==> src/hdl/hib_defines.svh <==
// Register offsets, field positions, reset values and timing counts of the hibernation controller.
// Assumes inclusion by bare name from the package and the design file.
`ifndef HIB_DEFINES_SVH
`define HIB_DEFINES_SVH
// ----------------------------------------------------------------------------
// Register byte offsets
// ----------------------------------------------------------------------------
`define HIB_CTRL_OFS 12'h000
`define HIB_RTC_OFS 12'h004
`define HIB_TRIM_OFS 12'h008
`define HIB_MATCH0_OFS 12'h00c
`define HIB_MATCH1_OFS 12'h010
`define HIB_IRQ_EN_OFS 12'h014
`define HIB_RAW_ST_OFS 12'h018
`define HIB_MSK_ST_OFS 12'h01c
`define HIB_CLEAR_OFS 12'h020
`define HIB_STATUS_OFS 12'h024
`define HIB_MEM_OFS 12'h100
`define HIB_MEM_END 12'h1fc
// ----------------------------------------------------------------------------
// Control fields
// ----------------------------------------------------------------------------
`define CTL_ENABLE 0
`define CTL_RTC_EN 1
`define CTL_WAKE_PIN 2
`define CTL_WAKE_RTC 3
`define CTL_ABORT_LOW 4
`define CTL_HIB_REQ 5
`define CTL_BAT_CHECK 6
`define CTL_DRV_OFF 7
`define CTL_DRV_STRONG 8
`define CTL_WIDTH 9
`define CTL_RESET 9'h100
// Event flag positions
`define EVT_PIN 0
`define EVT_LOWBAT 1
`define EVT_MATCH0 2
`define EVT_MATCH1 3
`define EVT_WIDTH 4
// Status positions
`define ST_CHECKING 0
`define ST_ASLEEP 1
`define ST_ACTIVE 2
// ----------------------------------------------------------------------------
// Counts and reset values
// ----------------------------------------------------------------------------
`define TRIM_RESET 16'h7fff
`define TRIM_UNITY 16'h7fff
`define WORD_ZERO 32'h0000_0000
`define MATCH_RESET 32'hffff_ffff
`define BAT_CHECK_CYCLES 8'h10
`define POWER_DOWN_CYCLES 8'h08
`endif

==> src/hdl/hib_pkg.sv <==
// Types shared by the hibernation controller.
// Assumes hib_defines.svh is on the include path.
`include "hib_defines.svh"
package hib_pkg;
  typedef struct packed {
    logic [11:0] paddr;
    logic psel;
    logic penable;
    logic pwrite;
    logic [31:0] pwdata;
  } apb_req_t;
  typedef struct packed {
    logic [31:0] prdata;
    logic pready;
    logic pslverr;
  } apb_rsp_t;
  typedef enum logic [1:0] {
    ST_RUN = 2'b00,
    ST_HOLD = 2'b01,
    ST_DOWN = 2'b10,
    ST_SLEEP = 2'b11
  } seq_t;
endpackage

==> src/hdl/hibernation_power_controller.sv <==
// Always-on hibernation controller: RTC, match, retained words, events and power sequencing.
// Assumes an APB master on CLK and RESET_N as the always-on domain reset.
`timescale 1ns/1ps
`include "hib_defines.svh"
module hibernation_power_controller #(
  parameter int MEM_WORDS = 64,
  parameter int CHECK_CYCLES = `BAT_CHECK_CYCLES,
  parameter int DOWN_CYCLES = `POWER_DOWN_CYCLES
) (
  input wire logic CLK,
  input wire logic RESET_N,
  input wire hib_pkg::apb_req_t APB_REQ,
  output hib_pkg::apb_rsp_t APB_RSP,
  input wire logic WAKE_PIN,
  input wire logic BATTERY_LOW,
  output logic PROC_POWER_EN,
  output logic CRYSTAL_DRIVER_OFF,
  output logic CRYSTAL_STRONG_DRIVE,
  output logic CRYSTAL_WEAK_DRIVE,
  output logic HIB_IRQ
);
  import hib_pkg::*;

  // --------------------------------------------------------------------------
  // Storage
  // --------------------------------------------------------------------------
  logic [`CTL_WIDTH-1:0] ctrl;
  logic [31:0] rtc;
  logic [15:0] trim;
  logic [15:0] frac;
  logic [31:0] match0;
  logic [31:0] match1;
  logic [`EVT_WIDTH-1:0] irq_en;
  logic [`EVT_WIDTH-1:0] raw;
  logic [31:0] mem [MEM_WORDS];
  logic [7:0] chk_cnt;
  logic [7:0] dn_cnt;
  logic checking;
  logic active;
  logic req_pend;
  seq_t state;

  // --------------------------------------------------------------------------
  // Bus decode
  // --------------------------------------------------------------------------
  logic wr;
  logic rd;
  logic [11:0] addr;
  logic in_mem;
  logic [5:0] widx;
  logic [`EVT_WIDTH-1:0] set_evt;
  logic [`EVT_WIDTH-1:0] clr_evt;
  logic [16:0] frac_sum;
  logic tick;
  logic wake_hit;
  logic ctrl_wr;
  logic rtc_wr;

  assign addr = APB_REQ.paddr;
  assign wr = APB_REQ.psel && APB_REQ.penable && APB_REQ.pwrite;
  assign rd = APB_REQ.psel && !APB_REQ.penable && !APB_REQ.pwrite;
  assign in_mem = (addr >= `HIB_MEM_OFS) && (addr <= `HIB_MEM_END);
  assign widx = addr[7:2];
  assign ctrl_wr = wr && (addr == `HIB_CTRL_OFS);
  assign rtc_wr = wr && (addr == `HIB_RTC_OFS);
  assign clr_evt = (wr && (addr == `HIB_CLEAR_OFS)) ? APB_REQ.pwdata[`EVT_WIDTH-1:0] : '0;

  // --------------------------------------------------------------------------
  // Control register
  // --------------------------------------------------------------------------
  // Request and check bits self-clear so software sees them as commands
  always_ff @(posedge CLK or negedge RESET_N) begin
    if (!RESET_N) begin
      ctrl <= `CTL_RESET;
    end else if (ctrl_wr) begin
      ctrl <= APB_REQ.pwdata[`CTL_WIDTH-1:0];
      ctrl[`CTL_HIB_REQ] <= 1'b0;
      ctrl[`CTL_BAT_CHECK] <= 1'b0;
    end
  end

  // Crystal drive pins, decoded from enable and drive bits
  always_ff @(posedge CLK or negedge RESET_N) begin
    if (!RESET_N) begin
      CRYSTAL_DRIVER_OFF <= 1'b0;
      CRYSTAL_STRONG_DRIVE <= 1'b0;
      CRYSTAL_WEAK_DRIVE <= 1'b0;
    end else begin
      CRYSTAL_DRIVER_OFF <= !ctrl[`CTL_ENABLE] || ctrl[`CTL_DRV_OFF];
      CRYSTAL_STRONG_DRIVE <= ctrl[`CTL_ENABLE] && !ctrl[`CTL_DRV_OFF]
                              && ctrl[`CTL_DRV_STRONG];
      CRYSTAL_WEAK_DRIVE <= ctrl[`CTL_ENABLE] && !ctrl[`CTL_DRV_OFF]
                            && !ctrl[`CTL_DRV_STRONG];
    end
  end

  // --------------------------------------------------------------------------
  // Real-time counter with trim
  // --------------------------------------------------------------------------
  // Fractional accumulator: unity trim ticks every cycle, smaller trims skip
  assign frac_sum = {1'b0, frac} + {1'b0, trim} + 17'h00001;
  assign tick = frac_sum[16] || (trim == `TRIM_UNITY);

  always_ff @(posedge CLK or negedge RESET_N) begin
    if (!RESET_N) begin
      trim <= `TRIM_RESET;
    end else if (wr && (addr == `HIB_TRIM_OFS)) begin
      trim <= APB_REQ.pwdata[15:0];
    end
  end

  // Load wins over counting
  always_ff @(posedge CLK or negedge RESET_N) begin
    if (!RESET_N) begin
      rtc <= `WORD_ZERO;
      frac <= 16'h0000;
    end else if (rtc_wr) begin
      rtc <= APB_REQ.pwdata;
      frac <= 16'h0000;
    end else if (ctrl[`CTL_ENABLE] && ctrl[`CTL_RTC_EN]) begin
      frac <= frac_sum[15:0];
      if (tick) begin
        rtc <= rtc + 32'h0000_0001;
      end
    end
  end

  // Match values
  always_ff @(posedge CLK or negedge RESET_N) begin
    if (!RESET_N) begin
      match0 <= `MATCH_RESET;
      match1 <= `MATCH_RESET;
    end else if (wr) begin
      if (addr == `HIB_MATCH0_OFS) begin
        match0 <= APB_REQ.pwdata;
      end
      if (addr == `HIB_MATCH1_OFS) begin
        match1 <= APB_REQ.pwdata;
      end
    end
  end

  // --------------------------------------------------------------------------
  // Retained words
  // --------------------------------------------------------------------------
  // Cleared only by always-on reset, kept across sleep
  always_ff @(posedge CLK or negedge RESET_N) begin
    if (!RESET_N) begin
      for (int i = 0; i < MEM_WORDS; i++) begin
        mem[i] <= `WORD_ZERO;
      end
    end else if (wr && in_mem) begin
      mem[widx] <= APB_REQ.pwdata;
    end
  end

  // --------------------------------------------------------------------------
  // Battery check
  // --------------------------------------------------------------------------
  // Forced check runs a fixed window and samples the comparator at its end
  always_ff @(posedge CLK or negedge RESET_N) begin
    if (!RESET_N) begin
      checking <= 1'b0;
      chk_cnt <= 8'h00;
    end else if (!checking && ctrl_wr && APB_REQ.pwdata[`CTL_BAT_CHECK]) begin
      checking <= 1'b1;
      chk_cnt <= 8'(CHECK_CYCLES - 1);
    end else if (checking) begin
      if (chk_cnt == 8'h00) begin
        checking <= 1'b0;
      end else begin
        chk_cnt <= chk_cnt - 8'h01;
      end
    end
  end

  // --------------------------------------------------------------------------
  // Event flags
  // --------------------------------------------------------------------------
  always_comb begin
    set_evt = '0;
    set_evt[`EVT_PIN] = WAKE_PIN && ctrl[`CTL_ENABLE];
    set_evt[`EVT_LOWBAT] = checking && (chk_cnt == 8'h00) && BATTERY_LOW;
    set_evt[`EVT_MATCH0] = ctrl[`CTL_RTC_EN] && (rtc == match0);
    set_evt[`EVT_MATCH1] = ctrl[`CTL_RTC_EN] && (rtc == match1);
  end

  // Sticky flags, set beats clear in the same cycle
  always_ff @(posedge CLK or negedge RESET_N) begin
    if (!RESET_N) begin
      raw <= '0;
    end else begin
      raw <= (raw & ~clr_evt) | set_evt;
    end
  end

  always_ff @(posedge CLK or negedge RESET_N) begin
    if (!RESET_N) begin
      irq_en <= '0;
    end else if (wr && (addr == `HIB_IRQ_EN_OFS)) begin
      irq_en <= APB_REQ.pwdata[`EVT_WIDTH-1:0];
    end
  end

  always_ff @(posedge CLK or negedge RESET_N) begin
    if (!RESET_N) begin
      HIB_IRQ <= 1'b0;
    end else begin
      HIB_IRQ <= |(raw & irq_en);
    end
  end

  // --------------------------------------------------------------------------
  // Power sequencer
  // --------------------------------------------------------------------------
  assign wake_hit = (ctrl[`CTL_WAKE_PIN] && WAKE_PIN)
                    || (ctrl[`CTL_WAKE_RTC] && (set_evt[`EVT_MATCH0] || set_evt[`EVT_MATCH1]));

  // Active status follows the enable bit, one cycle behind it
  always_ff @(posedge CLK or negedge RESET_N) begin
    if (!RESET_N) begin
      active <= 1'b0;
    end else begin
      active <= ctrl[`CTL_ENABLE];
    end
  end

  // Request is held while checking and dropped if battery low with abort set
  always_ff @(posedge CLK or negedge RESET_N) begin
    if (!RESET_N) begin
      state <= ST_RUN;
      dn_cnt <= 8'h00;
      PROC_POWER_EN <= 1'b1;
    end else begin
      case (state)
        ST_RUN: begin
          if (ctrl_wr && APB_REQ.pwdata[`CTL_HIB_REQ] && ctrl[`CTL_ENABLE]) begin
            state <= ST_HOLD;
          end
        end
        ST_HOLD: begin
          if (ctrl[`CTL_ABORT_LOW] && (BATTERY_LOW || raw[`EVT_LOWBAT])) begin
            state <= ST_RUN;
          end else if (!checking) begin
            state <= ST_DOWN;
            dn_cnt <= 8'(DOWN_CYCLES - 1);
          end
        end
        ST_DOWN: begin
          if (dn_cnt == 8'h00) begin
            state <= ST_SLEEP;
            PROC_POWER_EN <= 1'b0;
          end else begin
            dn_cnt <= dn_cnt - 8'h01;
          end
        end
        ST_SLEEP: begin
          if (wake_hit) begin
            state <= ST_RUN;
            PROC_POWER_EN <= 1'b1;
          end
        end
        default: begin
          state <= ST_RUN;
        end
      endcase
    end
  end

  assign req_pend = (state == ST_HOLD);

  // --------------------------------------------------------------------------
  // APB read path
  // --------------------------------------------------------------------------
  // Zero wait states: data latched in setup, valid in access
  always_ff @(posedge CLK or negedge RESET_N) begin
    if (!RESET_N) begin
      APB_RSP <= '0;
    end else begin
      APB_RSP.pready <= APB_REQ.psel && !APB_REQ.penable;
      APB_RSP.pslverr <= 1'b0;
      if (rd) begin
        APB_RSP.prdata <= `WORD_ZERO;
        if (in_mem) begin
          APB_RSP.prdata <= mem[widx];
        end else begin
          case (addr)
            `HIB_CTRL_OFS: APB_RSP.prdata <= 32'(ctrl);
            `HIB_RTC_OFS: APB_RSP.prdata <= rtc;
            `HIB_TRIM_OFS: APB_RSP.prdata <= 32'(trim);
            `HIB_MATCH0_OFS: APB_RSP.prdata <= match0;
            `HIB_MATCH1_OFS: APB_RSP.prdata <= match1;
            `HIB_IRQ_EN_OFS: APB_RSP.prdata <= 32'(irq_en);
            `HIB_RAW_ST_OFS: APB_RSP.prdata <= 32'(raw);
            `HIB_MSK_ST_OFS: APB_RSP.prdata <= 32'(raw & irq_en);
            `HIB_STATUS_OFS: APB_RSP.prdata <= 32'({active, req_pend, checking});
            default: APB_RSP.prdata <= `WORD_ZERO;
          endcase
        end
      end
    end
  end
endmodule

==> config.mk <==
export PLATFORM = sky130hd
export DESIGN_NAME = hibernation_power_controller
export DESIGN_NICKNAME = d
export VERILOG_FILES = /design/src/hdl/hib_pkg.sv /design/src/hdl/hibernation_power_controller.sv
export VERILOG_INCLUDE_DIRS = /design/src /design/src/hdl
export SDC_FILE = /design/constraint.sdc
export NUM_CORES = 2
export LEC_CHECK = 0
export BUFFER_PORTS_ARGS = -buffer_cell sky130_fd_sc_hd__buf_2
export CAP_MARGIN = 20
export CORE_ASPECT_RATIO = 0.75
export CORE_MARGIN = 3
export CORE_UTILIZATION = 52
export DETAILED_ROUTE_END_ITERATION = 6
export PLACE_DENSITY = 0.74
export SLEW_MARGIN = 10
export SYNTH_ARGS = -nofsm -noshare
export SYNTH_HDL_FRONTEND = slang
export SYNTH_SLANG_ARGS = --single-unit
==> constraint.sdc <==
create_clock -name CLK -period 5.8 [get_ports CLK]
set_clock_uncertainty 0.1 [all_clocks]
set_input_delay 0.87 -clock CLK [delete_from_list [all_inputs] [get_ports CLK]]
set_output_delay 0.87 -clock CLK [all_outputs]
set_load 0.02 [all_outputs]
==> impl_metrics.xml <==
<?xml version="1.0" encoding="UTF-8"?>
<metrics>
  <group name="status">
    <metric name="status" unit="">finished, final reports clean</metric>
  </group>
  <group name="clock_network">
    <metric name="clock_path_buffers" unit="">4</metric>
    <metric name="clk_root_buffer_cell" unit="">clkbuf_16</metric>
    <metric name="post-cts-setup-buffers" unit="">0</metric>
    <metric name="clkLatencyLatePin" unit="ns">0.89</metric>
    <metric name="number_of_cts_inserted_buffers" unit="">215</metric>
    <metric name="numClockSinks" unit="">2249</metric>
    <metric name="htreeDepth" unit="">4</metric>
    <metric name="cts.reportedPaths.clkPinSlew" unit="ns">0.06</metric>
    <metric name="clock_tree_from_tritoncts" unit="">yes</metric>
  </group>
  <group name="synth">
    <metric name="yosys.area_share.xor_xnor" unit="%">0.713</metric>
    <metric name="synth_simple_gate_area_share" unit="%">2.38</metric>
    <metric name="synthDistinctLibCells" unit="">86</metric>
    <metric name="synth_top_family_by_area" unit="">multiplexers</metric>
    <metric name="synth-async-reset-ratio" unit="%">100</metric>
    <metric name="synth_mux_area_share" unit="%">36.0</metric>
    <metric name="synth-adder-area-share" unit="%">0.259</metric>
    <metric name="synth_seq_cells" unit="">2249</metric>
    <metric name="synthesis.instances" unit="">6906</metric>
    <metric name="netlist.top_cell.by_area" unit="">dfrtp_1</metric>
    <metric name="synth_nets" unit="">6978</metric>
    <metric name="synth_top_flop_cell" unit="">dfrtp_1</metric>
    <metric name="ys_seq_area_share" unit="%">54.0</metric>
    <metric name="synthesis.area" unit="um2">104000</metric>
    <metric name="synth_compound_area_share" unit="%">3.41</metric>
    <metric name="post_synth_main_area_contributors" unit="">dfrtp_1, mux2_2, mux4_2</metric>
    <metric name="synth-edff-count" unit="">0</metric>
    <metric name="ys_warn_count" unit="">0</metric>
    <metric name="netlist.area_leader.share" unit="%">52.0</metric>
    <metric name="syn_area_per_cell" unit="um2">15.1</metric>
  </group>
  <group name="pwr">
    <metric name="leakage" unit="nW">55.1</metric>
    <metric name="fin_total_pwr" unit="mW">32.1</metric>
    <metric name="peak_supply_drop" unit="uV">229</metric>
    <metric name="power-per-cell-area" unit="nW/um2">278</metric>
  </group>
  <group name="routing">
    <metric name="route.final.wire_length" unit="mm">317</metric>
    <metric name="detail_route.first_pass.iterations" unit="">6</metric>
    <metric name="drtIter0Drc" unit="">7470</metric>
    <metric name="drc_errors" unit="">0</metric>
    <metric name="avgViaCountPerCell" unit="">6.71</metric>
    <metric name="postRouteAntennaNets" unit="">0</metric>
    <metric name="detail_route.wl_per_cell" unit="um">32.9</metric>
    <metric name="detailroute.via_count" unit="">64769</metric>
  </group>
  <group name="critical_path">
    <metric name="critPathRequiredTime" unit="ns">6.37</metric>
    <metric name="setup.worst_path.class" unit="">in2reg</metric>
    <metric name="critPathMaxFanout" unit="">60</metric>
    <metric name="critical_path_arrival" unit="ns">5.04</metric>
    <metric name="timing.critical_path.from_type" unit="">input pin</metric>
    <metric name="endpoint_kind" unit="">flop</metric>
  </group>
  <group name="floorplan">
    <metric name="dieArea" unit="um2">206000</metric>
    <metric name="core" unit="um2">198000</metric>
    <metric name="floorplan.die.width" unit="um">523</metric>
    <metric name="vertical_die_dimension" unit="um">394</metric>
    <metric name="row_count" unit="">141</metric>
    <metric name="initial_utilization" unit="%">52.7</metric>
    <metric name="top_level_ports" unit="">90</metric>
  </group>
  <group name="sta">
    <metric name="finalSetupViolations" unit="">0</metric>
    <metric name="max_freq" unit="GHz">0.224</metric>
    <metric name="final.period_utilization" unit="%">77.1</metric>
    <metric name="transition_time_at_the_pin_with_the_least_slew_margin" unit="ns">1.22</metric>
    <metric name="minimum_setup_slack_in_the_final_design" unit="ns">1.33</metric>
    <metric name="slew_violations" unit="">0</metric>
    <metric name="min_period" unit="ns">4.47</metric>
    <metric name="fin_tns_setup" unit="ns">0</metric>
    <metric name="timing_hold_violations_final" unit="">0</metric>
    <metric name="max_slew_margin" unit="%">18.4</metric>
    <metric name="grt_setup_unrepaired" unit="">false</metric>
  </group>
  <group name="run">
    <metric name="cap_viol_max_count" unit="">0</metric>
  </group>
  <group name="placed_design">
    <metric name="place.gp.congestion" unit="">0.960</metric>
    <metric name="detailed_place_hpwl" unit="mm">201</metric>
    <metric name="pre_cts_slack" unit="ns">0.720</metric>
    <metric name="port-buffer-count" unit="">88</metric>
  </group>
  <group name="global_route">
    <metric name="number_of_antenna_violations_at_the_first_check_in_global_routing" unit="">25</metric>
    <metric name="first_global_vias" unit="">65581</metric>
    <metric name="gr-total-overflow" unit="">0</metric>
    <metric name="grt_max_degree" unit="">188</metric>
    <metric name="grt_first_pass_wirelength" unit="mm">464</metric>
    <metric name="globalRouteTotalUtil" unit="%">30.6</metric>
  </group>
  <group name="final_layout">
    <metric name="register_area" unit="um2">56400</metric>
    <metric name="final.fill_count" unit="">14993</metric>
    <metric name="finish.net_count" unit="">6904</metric>
    <metric name="multi_input_comb_area" unit="um2">45000</metric>
    <metric name="post_route_cells_drive_above_1_share" unit="%">50.9</metric>
    <metric name="syn2layout_area_growth" unit="%">10.6</metric>
  </group>
  <group name="min_path">
    <metric name="worst_hold_path_type" unit="">in2reg</metric>
  </group>
</metrics>
[kinds of logic after synthesis]
family          after synthesis
mux                        2810
flops                      2249
buf+inv                     724
compound gates              516
simple gates                500
xor+xnor                     85
fa+ha+maj                    21
other cells                   1
[worst paths after layout]
path / to / start / slack [ns] / depth (start not counted)
worst min register to register: mem[50] / mem[50] / 0.39 / 1
min in group asynchronous: chk_cnt[6] / RESET_N / 0.49 / 2
worst min-delay path: APB_RSP[1] / APB_REQ[33] / 0.17 / 2
worst max register to register: rtc[15] / trim[0] / 2.14 / 11
max in group asynchronous: mem[1554] / RESET_N / 3.46 / 4
worst max-delay path: APB_RSP[4] / APB_REQ[37] / 1.33 / 9
[routing by layer]
layer	track usage (%)	wire length, um	vias up
met1	43.7	129000	35163
met3	11.6	40100	679
met5	0	194	-
li1	-	-	25583
met2	43.2	137000	3328
met4	10.2	11800	16
[through the flow]
step	hold WS [ns]	utilization [%]	instance area, um2	instances
6_report	0.174	58.3	116000	9654
2_1_floorplan	0.350	-	104000	6906
3_5_place_dp	0.369	54.6	108000	9255
4_1_cts	0.136	58.2	115000	9639
3_3_place_gp	0.362	54.6	108000	9253
5_1_grt	0.185	58.2	115000	9644
[synthesized netlist by cell type, drive strengths merged, types with 16 or more instances]
| library cell | n |
|---|---|
| ha | 20 |
| a21oi | 105 |
| mux4 | 538 |
| xnor2 | 69 |
| nand2 | 147 |
| clkbuf | 322 |
| nor3 | 42 |
| dfrtp | 2168 |
| xor2 | 16 |
| dfstp | 81 |
| nand3 | 38 |
| or3 | 17 |
| a221oi | 59 |
| nor4 | 21 |
| o21ai | 76 |
| mux2i | 118 |
| nor2 | 123 |
| nand2b | 18 |
| buf | 359 |
| o22ai | 71 |
| mux2 | 2154 |
| a22o | 29 |
| inv | 42 |
| nand4 | 31 |
| a22oi | 54 |
[critical path, cell delays in order]
cell and delay (ns):
buf_8 0.62, buf_12 0.33, buf_12 0.23, mux4_2 0.53, a22o_1 0.24, a221oi_1 0.84, o22ai_1 0.15, o21ai_0 0.95
a21oi_1 0.17
[cells in the final DEF (no fill, tap or decap), types with 41 or more instances in the layout]
master and count:
dfrtp_1 2168, mux2_2 2119, mux4_2 538, buf_4 250
clkbuf_16 219, nand2_1 118, mux2i_1 118, a21oi_1 104
nor2_1 84, buf_2 83, dfstp_2 81, o21ai_0 71
o22ai_1 71, xnor2_1 69, a221oi_1 59, a22oi_1 54
clkbuf_8 52, buf_12 52, clkbuf_1 48, inv_1 41
[what timing repair did]
item                                   CTS  global route
resized for setup                        0             0
hold buffers                             1             0
endpoints found under the hold margin   58             0
[sequential cells by signal, indices dropped and copies added (netlist names), 4 cells and up, named ones only]
signal	count
raw	4
match0	32
ctrl	7
irq_en	4
frac	16
APB_RSP	33
match1	32
trim	16
dn_cnt	8
rtc	32
chk_cnt	8
mem	2048
[layout make-up]
type,instances,area share (%)
Sequential cell,2249,48.8
Multi-Input combinational cell,3933,39.0
Clock buffer,319,5.52
Timing Repair Buffer,390,2.95
Tap cell,2645,2.86
Clock inverter,64,0.714
Inverter,43,0.146
Antenna cell,11,0.0238
[report_power, final]
part	internal, mW	switching (mW)
registers	15.8	0.0797
clock network	8.42	6.18
logic	0.418	1.23
total	24.6	7.49
Power figures use the tool's default switching activity.
